**config.mk**
```make
export PLATFORM = sky130hd
export DESIGN_NAME = tes_top
export DESIGN_NICKNAME = d
export VERILOG_FILES = /design/src/hw/tes_pkg.sv /design/src/hw/tes_sync.sv /design/src/hw/tes_top.sv
export VERILOG_INCLUDE_DIRS = /design/src /design/src/hw
export SDC_FILE = /design/constraint.sdc
export NUM_CORES = 1
export LEC_CHECK = 0
export ABC_AREA = 0
export BUFFER_PORTS_ARGS = -buffer_cell sky130_fd_sc_hd__buf_2
export CORE_UTILIZATION = 56
export CTS_CLUSTER_DIAMETER = 120
export CTS_CLUSTER_SIZE = 30
export DETAILED_ROUTE_END_ITERATION = 10
export PLACE_DENSITY = 0.79
export SYNTH_ARGS = -nofsm -noshare
export SYNTH_HDL_FRONTEND = slang
export SYNTH_SLANG_ARGS = --single-unit
```
**constraint.sdc**
```tcl
create_clock -name clk -period 2.26 [get_ports clk]
set_input_delay 0.452 -clock clk [delete_from_list [all_inputs] [get_ports clk]]
set_output_delay 0.452 -clock clk [all_outputs]
set_load 0.01 [all_outputs]
```
**src/hw/tes_defs.svh**
```systemverilog
// trigger and event status constants
`ifndef TES_DEFS_SVH
`define TES_DEFS_SVH

// ****************************************
// trigger type codes
// ****************************************
`define TES_TYPE_INTERNAL 3'h1
`define TES_TYPE_EXT_FAST 3'h2
`define TES_TYPE_EXT_SETTLE 3'h3
`define TES_TYPE_REAR_FAST 3'h4
`define TES_TYPE_REAR_SETTLE 3'h5
`define TES_TYPE_RESET 3'h1

// ****************************************
// reading rate codes
// ****************************************
`define TES_RATE_SLOW 2'h0
`define TES_RATE_MEDIUM 2'h1
`define TES_RATE_FAST 2'h2

// ****************************************
// event status latch bit positions
// ****************************************
`define TES_EV_OPC 0
`define TES_EV_UNUSED1 1
`define TES_EV_QUERY 2
`define TES_EV_DEVICE 3
`define TES_EV_EXEC 4
`define TES_EV_CMD 5
`define TES_EV_UNUSED6 6
`define TES_EV_POWER 7
`define TES_ESR_RESET 8'h80
`define TES_ESR_WRITABLE 8'hBD
`define TES_ESE_RESET 8'h00
`define TES_SRE_RESET 8'h00

// ****************************************
// status byte bit positions
// ****************************************
`define TES_STB_MAV 4
`define TES_STB_ESB 5
`define TES_STB_MSS 6
`define TES_SRE_USED 8'hBE

// ****************************************
// timing
// ****************************************
`define TES_CLK_HZ 25000000
`define TES_CLK_MHZ 25
`define TES_RATE_SLOW_DECI 25
`define TES_RATE_MEDIUM_DECI 200
`define TES_RATE_FAST_DECI 1000
`define TES_SETTLE_US 1000

`endif

```
**src/hw/tes_pkg.sv**
```systemverilog
// trigger and event status types
package tes_pkg;

    typedef logic [2:0] tes_trig_type_t;

    typedef enum logic {
        TES_ST_IDLE,
        TES_ST_SETTLE
    } tes_seq_st_t;

    // one-cycle event pulses from the command interpreter
    typedef struct packed {
        logic opc_done;
        logic read_no_reply;
        logic line_before_read;
        logic buffers_full;
        logic cal_bad_input;
        logic rx_overflow;
        logic exec_fault;
        logic cmd_fault;
    } tes_events_t;

    // one-cycle command pulses from the command interpreter
    typedef struct packed {
        logic set_type;
        logic [2:0] type_val;
        logic trg;
        logic esr_query;
        logic cls;
        logic cls_first;
        logic ese_we;
        logic sre_we;
        logic [7:0] wdata;
    } tes_cmd_t;

endpackage : tes_pkg

```
**src/hw/tes_sync.sv**
```systemverilog
// three-stage pin synchroniser with agreement filter
`timescale 1ns/10ps
module tes_sync (
    // clock and reset
    input wire logic clk,
    input wire logic rst_n,
    // pin and clean level
    input wire logic pin,
    output logic level
);
    logic s1_r;
    logic s2_r;
    logic s3_r;
    logic level_r;

    always_ff @(posedge clk or negedge rst_n) begin
        if (!rst_n) begin
            s1_r <= 1'b0;
            s2_r <= 1'b0;
            s3_r <= 1'b0;
        end else begin
            s1_r <= pin;
            s2_r <= s1_r;
            s3_r <= s2_r;
        end
    end

    // change counts once the last two stages agree
    always_ff @(posedge clk or negedge rst_n) begin
        if (!rst_n) begin
            level_r <= 1'b0;
        end else if (s2_r == s3_r) begin
            level_r <= s3_r;
        end
    end

    assign level = level_r;
endmodule : tes_sync

```
**src/hw/tes_top.sv**
```systemverilog
// trigger selection and event status register bank
// Function
// [RULE1] type 1 launches measurements continuously from the internal timer
// [RULE2] types 2 and 3 trigger externally with the rear pin disabled
// [RULE3] types 4 and 5 trigger externally, a rear pin pulse starts one
// [RULE4] types 3 and 5 insert a settling delay, types 2 and 4 do not
// [RULE5] every external type accepts the trigger command, one measurement each
// [RULE6] key presses count only in local operation with type 2 or 3
// [RULE7] remote with type 4 or 5 stays external, rear pin triggers
// [RULE8] the type command sets the type used for all later measurements
// [RULE9] with rear triggering, one measurement per pulse on the spare pin
// [RULE10] internal rates give 2.5, 20 and 100 readings per second
// [RULE11] status byte built from service mask, event latch, event mask, reply state
// [RULE12] status byte and event latch read-only, both masks read-write
// [RULE13] each event bit latches to 1 until read or cleared
// [RULE14] event mask bit 1 enables, 0 masks the same event bit
// [RULE15] summary bit set when an enabled event bit rises
// [RULE16] event latch query or clear-status returns summary bit to 0
// [RULE17] bit 0 set when operation complete has finished
// [RULE18] bit 2 set on empty read, unread reply, or full buffers
// [RULE19] bit 3 set on bad calibration input or serial input overflow
// [RULE20] bit 4 set when a command cannot be executed
// [RULE21] bit 5 set when a command is not understood
// [RULE22] bit 7 set after power cycle, bits 1 and 6 read 0
// [RULE23] event latch query returns the value then clears it
// [RULE24] status bit 4 set on reply placed, cleared when terminator sent
// [RULE25] type 1 ignores key, rear pin and command trigger requests
`timescale 1ns/10ps
`include "tes_defs.svh"
module tes_top
    import tes_pkg::*;
#(
    parameter int SLOW_CYC = `TES_CLK_HZ * 10 / `TES_RATE_SLOW_DECI,
    parameter int MEDIUM_CYC = `TES_CLK_HZ * 10 / `TES_RATE_MEDIUM_DECI,
    parameter int FAST_CYC = `TES_CLK_HZ * 10 / `TES_RATE_FAST_DECI,
    parameter int SETTLE_CYC = `TES_CLK_MHZ * `TES_SETTLE_US
) (
    // clock and reset
    input wire logic clk,
    input wire logic rst_n,
    // pins
    input wire logic key_trig_pin,
    input wire logic rear_trig_pin,
    // operating state
    input wire logic remote_mode,
    input wire logic [1:0] rate_sel,
    // command interpreter
    input wire tes_cmd_t cmd,
    input wire tes_events_t events,
    input wire logic reply_placed,
    input wire logic terminator_sent,
    // measurement control
    output logic meas_start,
    output logic settling,
    output tes_trig_type_t trig_type,
    // register read data
    output logic [7:0] event_status_latch,
    output logic [7:0] esr_read_data,
    output logic [7:0] event_enable_mask,
    output logic [7:0] service_request_mask,
    output logic [7:0] summary_status_byte
);
    localparam int CW = 24;

    if (SLOW_CYC < 1 || SLOW_CYC >= (1 << CW) || MEDIUM_CYC < 1 || MEDIUM_CYC >= (1 << CW)
        || FAST_CYC < 1 || FAST_CYC >= (1 << CW) || SETTLE_CYC < 1
        || SETTLE_CYC >= (1 << CW)) begin : g_bad_count
        $error("tes_top: cycle count out of counter range");
    end

    // ****************************************
    // pin synchronisers and edges
    // ****************************************
    logic key_lvl;
    logic rear_lvl;
    logic key_lvl_d_r;
    logic rear_lvl_d_r;
    logic key_edge;
    logic rear_edge;

    tes_sync u_key_sync (
        .clk(clk),
        .rst_n(rst_n),
        .pin(key_trig_pin),
        .level(key_lvl)
    );

    tes_sync u_rear_sync (
        .clk(clk),
        .rst_n(rst_n),
        .pin(rear_trig_pin),
        .level(rear_lvl)
    );

    always_ff @(posedge clk or negedge rst_n) begin
        if (!rst_n) begin
            key_lvl_d_r <= 1'b0;
            rear_lvl_d_r <= 1'b0;
        end else begin
            key_lvl_d_r <= key_lvl;
            rear_lvl_d_r <= rear_lvl;
        end
    end

    assign key_edge = key_lvl & ~key_lvl_d_r;
    assign rear_edge = rear_lvl & ~rear_lvl_d_r;

    // ****************************************
    // trigger type
    // ****************************************
    tes_trig_type_t type_r;
    logic type_ok;
    logic type_bad;

    function automatic logic is_type(input logic [2:0] t, input logic [2:0] a,
                                     input logic [2:0] b);
        is_type = (t == a) || (t == b);
    endfunction : is_type

    assign type_ok = (cmd.type_val >= `TES_TYPE_INTERNAL)
                   && (cmd.type_val <= `TES_TYPE_REAR_SETTLE);
    assign type_bad = cmd.set_type & ~type_ok;

    // [RULE8] adopt valid type
    always_ff @(posedge clk or negedge rst_n) begin
        if (!rst_n) begin
            type_r <= `TES_TYPE_RESET;
        end else if (cmd.set_type && type_ok) begin
            type_r <= cmd.type_val;
        end
    end

    // ****************************************
    // external request decode
    // ****************************************
    logic key_ok;
    logic rear_ok;
    logic ext_req;
    logic need_settle;

    // [RULE6] key only local, type 2 or 3
    assign key_ok = key_edge & ~remote_mode
                  & is_type(type_r, `TES_TYPE_EXT_FAST, `TES_TYPE_EXT_SETTLE);
    // [RULE3] [RULE7] [RULE9] rear pin for types 4 and 5
    assign rear_ok = rear_edge & is_type(type_r, `TES_TYPE_REAR_FAST, `TES_TYPE_REAR_SETTLE);
    // [RULE2] [RULE5] [RULE25] command trigger in external types only
    assign ext_req = (type_r != `TES_TYPE_INTERNAL) && !cmd.set_type
                   && (key_ok || rear_ok || cmd.trg);
    // [RULE4] settle for types 3 and 5
    assign need_settle = is_type(type_r, `TES_TYPE_EXT_SETTLE, `TES_TYPE_REAR_SETTLE);

    // ****************************************
    // internal timer
    // ****************************************
    logic [CW-1:0] int_cnt_r;
    logic [CW-1:0] int_period;
    logic int_fire;

    // [RULE10] period per reading rate
    always_comb begin
        case (rate_sel)
            `TES_RATE_SLOW: int_period = CW'(SLOW_CYC - 1);
            `TES_RATE_MEDIUM: int_period = CW'(MEDIUM_CYC - 1);
            default: int_period = CW'(FAST_CYC - 1);
        endcase
    end

    // [RULE1] continuous internal launches
    assign int_fire = (type_r == `TES_TYPE_INTERNAL) && !cmd.set_type && (int_cnt_r == '0);

    always_ff @(posedge clk or negedge rst_n) begin
        if (!rst_n) begin
            int_cnt_r <= '0;
        end else if (type_r != `TES_TYPE_INTERNAL || cmd.set_type) begin
            int_cnt_r <= '0;
        end else if (int_fire) begin
            int_cnt_r <= int_period;
        end else begin
            int_cnt_r <= int_cnt_r - CW'(1);
        end
    end

    // ****************************************
    // settling sequencer
    // ****************************************
    tes_seq_st_t st_r;
    logic [CW-1:0] settle_cnt_r;
    logic settle_done;

    assign settle_done = (st_r == TES_ST_SETTLE) && (settle_cnt_r == '0);

    // [RULE4] delay before the launch
    always_ff @(posedge clk or negedge rst_n) begin
        if (!rst_n) begin
            st_r <= TES_ST_IDLE;
            settle_cnt_r <= '0;
        end else if (cmd.set_type) begin
            st_r <= TES_ST_IDLE;
            settle_cnt_r <= '0;
        end else begin
            case (st_r)
                TES_ST_IDLE: begin
                    if (ext_req && need_settle) begin
                        st_r <= TES_ST_SETTLE;
                        settle_cnt_r <= CW'(SETTLE_CYC - 1);
                    end
                end
                TES_ST_SETTLE: begin
                    if (settle_done) begin
                        st_r <= TES_ST_IDLE;
                    end else begin
                        settle_cnt_r <= settle_cnt_r - CW'(1);
                    end
                end
                default: st_r <= TES_ST_IDLE;
            endcase
        end
    end

    logic meas_start_r;

    // [RULE5] one launch per accepted request
    always_ff @(posedge clk or negedge rst_n) begin
        if (!rst_n) begin
            meas_start_r <= 1'b0;
        end else begin
            meas_start_r <= int_fire || settle_done
                          || (st_r == TES_ST_IDLE && ext_req && !need_settle);
        end
    end

    // ****************************************
    // event status latch and masks
    // ****************************************
    logic [7:0] esr_r;
    logic [7:0] ese_r;
    logic [7:0] sre_r;
    logic [7:0] ev_bits;
    logic [7:0] esr_rd_r;
    logic esr_clr;

    // [RULE17] [RULE18] [RULE19] [RULE20] [RULE21] event mapping
    always_comb begin
        ev_bits = 8'h00;
        ev_bits[`TES_EV_OPC] = events.opc_done;
        ev_bits[`TES_EV_QUERY] = events.read_no_reply | events.line_before_read
                               | events.buffers_full;
        ev_bits[`TES_EV_DEVICE] = events.cal_bad_input | events.rx_overflow;
        ev_bits[`TES_EV_EXEC] = events.exec_fault | type_bad;
        ev_bits[`TES_EV_CMD] = events.cmd_fault;
    end

    assign esr_clr = cmd.esr_query | cmd.cls;

    // [RULE13] [RULE22] [RULE23] sticky, set wins over clear
    always_ff @(posedge clk or negedge rst_n) begin
        if (!rst_n) begin
            esr_r <= `TES_ESR_RESET;
        end else begin
            esr_r <= ((esr_clr ? 8'h00 : esr_r) | ev_bits) & `TES_ESR_WRITABLE;
        end
    end

    // [RULE23] capture value before clearing
    always_ff @(posedge clk or negedge rst_n) begin
        if (!rst_n) begin
            esr_rd_r <= 8'h00;
        end else if (cmd.esr_query) begin
            esr_rd_r <= esr_r;
        end
    end

    // [RULE12] writable masks
    always_ff @(posedge clk or negedge rst_n) begin
        if (!rst_n) begin
            ese_r <= `TES_ESE_RESET;
            sre_r <= `TES_SRE_RESET;
        end else begin
            if (cmd.ese_we) begin
                ese_r <= cmd.wdata;
            end
            if (cmd.sre_we) begin
                sre_r <= cmd.wdata & `TES_SRE_USED;
            end
        end
    end

    // ****************************************
    // status byte
    // ****************************************
    logic esb_r;
    logic mav_r;
    logic esb_set;
    logic [7:0] stb_r;
    logic [7:0] stb_low;

    // [RULE14] [RULE15] enabled rising bits
    assign esb_set = |(ev_bits & ~esr_r & ese_r & `TES_ESR_WRITABLE);

    // [RULE16] query or clear resets summary, set wins
    always_ff @(posedge clk or negedge rst_n) begin
        if (!rst_n) begin
            esb_r <= 1'b0;
        end else if (esb_set) begin
            esb_r <= 1'b1;
        end else if (esr_clr) begin
            esb_r <= 1'b0;
        end
    end

    // [RULE24] reply available tracking
    always_ff @(posedge clk or negedge rst_n) begin
        if (!rst_n) begin
            mav_r <= 1'b0;
        end else if (reply_placed) begin
            mav_r <= 1'b1;
        end else if (terminator_sent || (cmd.cls && cmd.cls_first)) begin
            mav_r <= 1'b0;
        end
    end

    // [RULE11] summary byte with master summary
    always_comb begin
        stb_low = 8'h00;
        stb_low[`TES_STB_MAV] = mav_r;
        stb_low[`TES_STB_ESB] = esb_r;
    end

    always_ff @(posedge clk or negedge rst_n) begin
        if (!rst_n) begin
            stb_r <= 8'h00;
        end else begin
            stb_r <= stb_low | ({7'h00, |(stb_low & sre_r)} << `TES_STB_MSS);
        end
    end

    // ****************************************
    // outputs
    // ****************************************
    assign meas_start = meas_start_r;
    assign settling = (st_r == TES_ST_SETTLE);
    assign trig_type = type_r;
    assign event_status_latch = esr_r;
    assign esr_read_data = esr_rd_r;
    assign event_enable_mask = ese_r;
    assign service_request_mask = sre_r;
    assign summary_status_byte = stb_r;

    // ****************************************
    // assertions
    // ****************************************
    a_internal_launch: assert property ( // [RULE1]
        @(posedge clk) disable iff (!rst_n)
        (type_r == `TES_TYPE_INTERNAL && !cmd.set_type && int_cnt_r == '0) |=> meas_start_r
    ) else $error("internal launch missing");

    a_ignore_internal: assert property ( // [RULE25]
        @(posedge clk) disable iff (!rst_n)
        (type_r == `TES_TYPE_INTERNAL) |-> !ext_req
    ) else $error("request accepted in internal type");

    a_rear_disabled: assert property ( // [RULE2]
        @(posedge clk) disable iff (!rst_n)
        (is_type(type_r, `TES_TYPE_EXT_FAST, `TES_TYPE_EXT_SETTLE) && !cmd.trg && !key_edge)
        |-> !ext_req
    ) else $error("rear pin accepted with rear disabled");

    a_rear_launch: assert property ( // [RULE3]
        @(posedge clk) disable iff (!rst_n)
        (type_r == `TES_TYPE_REAR_FAST && rear_edge && !cmd.set_type && st_r == TES_ST_IDLE)
        |=> meas_start_r
    ) else $error("rear pulse did not launch");

    a_settle_delay: assert property ( // [RULE4]
        @(posedge clk) disable iff (!rst_n)
        (need_settle && ext_req && st_r == TES_ST_IDLE)
        |=> !meas_start_r && st_r == TES_ST_SETTLE && settle_cnt_r == CW'(SETTLE_CYC - 1)
    ) else $error("settling delay not applied");

    a_cmd_trigger: assert property ( // [RULE5]
        @(posedge clk) disable iff (!rst_n)
        (type_r == `TES_TYPE_EXT_FAST && cmd.trg && !cmd.set_type) |=> meas_start_r
    ) else $error("trigger command ignored");

    a_key_remote: assert property ( // [RULE6]
        @(posedge clk) disable iff (!rst_n)
        (remote_mode && !cmd.trg && !rear_edge) |-> !ext_req
    ) else $error("key accepted in remote");

    a_type_adopt: assert property ( // [RULE8]
        @(posedge clk) disable iff (!rst_n)
        (cmd.set_type && type_ok) |=> type_r == $past(cmd.type_val)
    ) else $error("type not adopted");

    a_event_sticky: assert property ( // [RULE13]
        @(posedge clk) disable iff (!rst_n)
        (esr_r[`TES_EV_DEVICE] && !esr_clr) |=> esr_r[`TES_EV_DEVICE]
    ) else $error("event bit lost");

    a_reserved_zero: assert property ( // [RULE22]
        @(posedge clk) disable iff (!rst_n)
        !esr_r[`TES_EV_UNUSED1] && !esr_r[`TES_EV_UNUSED6]
    ) else $error("reserved event bit set");

    a_query_clear: assert property ( // [RULE23]
        @(posedge clk) disable iff (!rst_n)
        (cmd.esr_query && ev_bits == 8'h00)
        |=> esr_r == 8'h00 && esr_rd_r == $past(esr_r) && !esb_r
    ) else $error("query did not return and clear");

    a_summary_rise: assert property ( // [RULE15]
        @(posedge clk) disable iff (!rst_n)
        esb_set |=> esb_r ##1 stb_r[`TES_STB_ESB]
    ) else $error("summary bit not set");

    a_reply_flag: assert property ( // [RULE24]
        @(posedge clk) disable iff (!rst_n)
        reply_placed |=> mav_r ##1 stb_r[`TES_STB_MAV]
    ) else $error("reply flag not set");
endmodule : tes_top

```
* Word level (Yosys, flattened, before mapping)
Cells that the tools add are included.
** Cells by class
- Add/subtract/negate cells :: 2
- Magnitude comparators :: 2
- Eq/ne operators :: 11
- Muxes and demuxes :: 16
- Bitwise operators :: 22
- Reduce and logical (&&, ||, !) cells :: 30
** Operator list (count)
- 24-bit two-way mux :: 5
- 24-bit one-hot mux with 2 select lines :: 2
- 24-bit zero test :: 2
- 24-bit by 1-bit subtractor with 24-bit output, second input constant :: 2
- 6-bit by 8-bit AND with 8-bit output :: 2
- 1-bit logical AND :: 11
- 1-bit logical OR :: 9
- 8-bit AND :: 1
- 8-bit two-way mux :: 1
- 8-bit NOT :: 1
- 8-bit by 6-bit OR with 8-bit output :: 1
- 8-bit OR reduction :: 1
- 1-bit two-way mux :: 7
- 6-bit by 7-bit OR with 7-bit output :: 1
- 1-bit AND :: 6
- 3-bit by 2-bit equality test with 1-bit output, second input constant :: 2
- 3-bit equality test, second input constant :: 2
- 3-bit inequality test, second input constant :: 2
- 6-bit OR reduction :: 1
- 1-bit NOT :: 5
- 1-bit OR :: 5
- 2-bit nonzero test :: 2
- 3-bit by 1-bit equality test with 1-bit output, second input constant :: 1
- 3-bit by 1-bit >= comparator with 1-bit output, second input constant :: 1
- 8 further kinds :: 10
** Word-level totals
- Register bits :: 98
- Bits of input ports :: 35
- Output and inout port bits :: 45
- Word-level logic and storage cells :: 105

* Depth between registers and ports, before layout
- Word-level depth :: 11
- Gate-level depth with buffers :: 8

* Hierarchy
Synthesis repeated with hierarchy kept, for this count alone.
** Unflattened totals
- Cell total of the unflattened synthesis :: 417
- Area total of the unflattened synthesis :: 4511.8 sq um
** Modules (own cells, without submodules)
- tes_top :: times used 1, cells an instance 407, area an instance 4289.1 sq um
- tes_sync :: times used 2, cells an instance 5, area an instance 111.4 sq um

* Least setup slack after synthesis
No wires, ideal clock.
- Path type :: flip-flop to flip-flop
- Start point :: register settle_cnt_r[0]
- End point :: register settle_cnt_r[20]
- Setup time :: 124 ps
- Arrival :: 1914 ps
- Data required time :: 2136 ps
- Slack :: 222 ps
- Cell stages (with the launch flop) :: 7
- Clock period less this slack :: 2038 ps
- Cell sequence :: dfrtp_1 inv_1 ha_1 nor3b_1 nand2_1 o211a_1 a211o_1
** On the way
- Longest elaborated chain between the ends :: 4
- Elaborated cells on any way between the ends :: 8
- Classes of those cells :: 1 x add/sub; 1 x eq/ne; 3 x mux; 3 x reduce/logical
** Ends and longest elaborated chain
- start, declared :: line tes_top.sv:187 : logic [CW-1:0] settle_cnt_r;
- start signal, assigned :: line tes_top.sv:205 : settle_cnt_r <= CW'(SETTLE_CYC - 1);
- start signal, assigned :: line tes_top.sv:212 : settle_cnt_r <= settle_cnt_r - CW'(1);
- 24-bit by 1-bit subtractor with 24-bit output or 24-bit zero test (tied branches) :: line tes_top.sv:212, tes_top.sv:190
- 24-bit two-way mux or 1-bit logical AND (tied branches) :: line tes_top.sv:209, tes_top.sv:190
- 24-bit one-hot mux with 2 select lines or 3-bit inequality test (tied branches)
- 24-bit two-way mux or 2-bit AND reduction (tied branches)
Several ways; a longest one is shown, not always the timed one. The select of a mux whose other input is x is not followed.
A chain may end at the register's enable or synchronous reset.

* Worst setup path in the final report
- Start point :: register settle_cnt_r[13]
- End point :: register settle_cnt_r[20]
The elaborated chain is that of the path after synthesis.

==> run_results.csv <==
group,metric,value,unit
status,status,"finished, final reports clean",
timing,hold_slack,14.9,ps
clock_network,htree_levels,3,
power,power_leakage,2.60,nW
route,wl,9940,µm
logic_synthesis,netlist.area_leader.share,50.9,%
logic_synthesis,syn_inst,428,
power,power,4.58,mW
worst_setup_path,start_kind,"flip-flop",
logic_synthesis,async_reset_ff_share,100,%
global_route,use_met3,3.90,%
timing,finalHoldViolations,0,
placement,gp_congestion,0.852,
worst_hold_path,holdCritPathClass,"in -> async",
floorplanning,die_area,0.00844,mm²
floorplanning,rows,32,
global_route,grt_max_degree,64,
logic_synthesis,synth_ff_type,"dfrtp_1",
worst_setup_path,reg2reg_setup_slack,120,ps
floorplanning,core_region_area,0.00777,mm²
worst_setup_path,worstSetupPathType,"reg -> reg",
placement,place_hpwl,7250,µm
timing,fin_ws,124,ps
clock_network,clockRootBuffer,"clkbuf_8",
flow_run,maxCapViolCount,0,
power,peakVddDrop,0.372,mV
placement,dp.cells,611,
global_route,grt_first_pass_wirelength,16200,µm
cells_and_area,drive_gt1_share,28.2,%
timing,post-route-period-util,94.5,%
clock_network,cts_buffers,9,
worst_setup_path,worst_setup_path_end_kind,"flip-flop",
worst_setup_path,worstReg2RegStart,"settle_cnt_r[13]",
logic_synthesis,synth-seq-cells,94,
route,post-route-drc-count,0,
logic_synthesis,yosysSeqAreaShare,52.0,%
route,ant_nets,0,
cells_and_area,fin_cells,627,
floorplanning,start_util,58.3,%
power,power_density,861,mW/mm²
route,dr.pass1.iters,4,
cells_and_area,fillers,595,
timing,skew,9.52,ps
clock_network,path_clk_slew,90,ps
global_route,grt_usage,24.5,%
clock_network,clk_path_buf_depth,2,
timing,finalSetupViolations,0,
global_route,antenna_found_initial,0,
cells_and_area,nNetsFinal,559,
floorplanning,fp.dieW,91.9,µm
clock_network,post-cts-setup-buffers,0,
worst_setup_path,cp_data_arrival_time,2380,ps
global_route,grt_overflow_total,0,
logic_synthesis,synth_cell_types,57,
logic_synthesis,synth_area_leaders,"dfrtp_1 (51%), mux2_2 (5.0%), xnor2_1 (3.5%)",
global_route,grt_pass1_vias,3397,
timing,timing.fmax,468,MHz
timing,slew_headroom,64.0,%
route,num_vias,3607,
clock_network,clk_latency,360,ps
timing,slew_violations,0,
route,initialDrtViolationCount,167,
logic_synthesis,yosysTopAreaCell,"dfrtp_1",
timing,tightest_slew,540,ps
floorplanning,die_height,91.9,µm
floorplanning,ioPinCount,80,
logic_synthesis,synth_edf_count,0,
cells_and_area,n_antenna_cell,0,
worst_setup_path,critical_path_required,2510,ps
route,vias_per_cell,5.75,
worst_setup_path,crit_start,"settle_cnt_r[13]",
logic_synthesis,synth_warnings,0,
cells_and_area,utilization,68.4,%
placement,dp_slack,35.3,ps
clock_network,cts_tree,"yes",
logic_synthesis,syn_area_per_cell,10.6,µm²
worst_setup_path,critPathMaxFanout,7,
timing,rsz0062_at_grt,"yes",
global_route,use_met2,41.1,%
placement,portBuffers,68,
cells_and_area,syn2layout_area_growth,17.4,%
global_route,use_met1,32.1,%
logic_synthesis,syn_area,0.00453,mm²
route,wire_per_inst,15.9,µm
global_route,grt-busiest-layer,"met2",
clock_network,numClockSinks,94,
timing,fin_crit,2140,ps
## worst max-delay path, cell delays in order, from the launching register on
cell     delay (ps)
dfrtp_1         440
nor4_1          410
and4_1          420
nand2_1         230
o211a_1         270
a211o_1         260
## layer usage
layer  vias up  share of wire [%]
li1       1729                  -
met1      1770                 44
met2        94                 51
met3        14                3.8
met4         0                1.6
met5         -                  0
## flip-flops by register name (all words and copies together) (netlist names)
signal / flops
u_key_sync.level: 1
service_request_mask: 6
event_enable_mask: 8
event_status_latch: 6
esb_r: 1
key_lvl_d_r: 1
summary_status_byte: 3
settle_cnt_r: 24
trig_type: 3
esr_read_data: 6
u_rear_sync.s1_r: 1
u_rear_sync.level: 1
settling: 1
int_cnt_r: 24
u_key_sync.s1_r: 1
meas_start: 1
u_rear_sync.s3_r: 1
u_key_sync.s2_r: 1
u_key_sync.s3_r: 1
rear_lvl_d_r: 1
mav_r: 1
u_rear_sync.s2_r: 1
## final timing paths
check                                          to  depth (start not counted)
worst max-delay path             settle_cnt_r[20]                          5
worst min-delay path            u_rear_sync.level                          1
worst max register to register   settle_cnt_r[20]                          5
worst min register to register   u_rear_sync.s2_r                          0
max in group asynchronous            trig_type[0]                          2
min in group clk                 u_rear_sync.s1_r                          1
## synth_stat cells (10+ instances only)
cell type and instances:
nor4_1 10, inv_1 17, mux2_2 20, dfrtp_1 92, a21oi_1 25, xnor2_1 18, o21ai_0 29, nor2_1 30
buf_4 11, nand2_1 29, nor3_1 24
## cell families (layout without fill, tap and decap cells)
family / after synthesis / after routing / share of synthesized area (%)
XOR/XNOR: 25 / 25 / 4.84
AND/OR/NAND/NOR: 144 / 144 / 17.9
AO/OA/AOI/OAI: 100 / 100 / 14.5
buffers and inverters: 38 / 125 / 4.15
adder cells (fa/ha/maj): 6 / 6 / 1.55
flip-flops: 94 / 94 / 52.0
multiplexers: 20 / 20 / 4.98
other: 1 / 11 / 0.0829
## per-stage QoR
stage | cell area (µm²) | setup TNS, ps
4_1_cts | 5290 | 0
5_1_grt | 5320 | -136
2_1_floorplan | 4560 | 0
3_3_place_gp | 5100 | 0
3_5_place_dp | 5100 | 0
6_report | 5320 | 0
## power by group
part	internal [mW]	total [mW]	switching (mW)
sequential	1.83	1.98	0.149
clock	0.444	1.05	0.603
combinational	0.691	1.55	0.860
total	2.96	4.58	1.61
## layout make-up
type	instances	area (µm²)	area share, %
Multi-Input combinational cell	306	2050	38.5
Timing Repair Buffer	92	536	10.1
Clock inverter	5	43.8	0.824
Tap cell	102	128	2.40
Clock buffer	11	141	2.66
Sequential cell	94	2350	44.3
Inverter	17	63.8	1.20
## cells in the final DEF, fill, tap and decap left out, types with 3 or more instances in the layout
cell type	synthesis	routed
clkbuf_8	0	10
nand2_1	29	28
dfrtp_1	92	92
buf_2	3	67
or4_1	6	6
o21ai_0	29	29
nor4_4	2	3
or3_1	4	4
xnor2_1	18	18
inv_1	17	17
a21o_1	7	7
ha_1	4	4
xor2_1	7	7
nand4_1	5	5
a211o_1	5	5
mux2_2	20	20
and2_1	3	3
buf_4	11	24
nor4_1	10	10
nor2_1	30	30
a31oi_1	3	3
conb_1	1	11
o211a_1	4	4
nor3_1	24	24
o221a_2	3	3
a21oi_1	25	23
nand3_1	7	7
or2_2	3	3
and4_1	4	4
nor3b_1	5	5
## what timing repair did
| item | CTS | global route |
|---|---|---|
| endpoints found under the setup margin | 0 | 31 |
| gates resized for setup | 0 | 6 |
| hold buffers | 0 | 0 |
No activity file was read; power rests on OpenSTA's default activity.
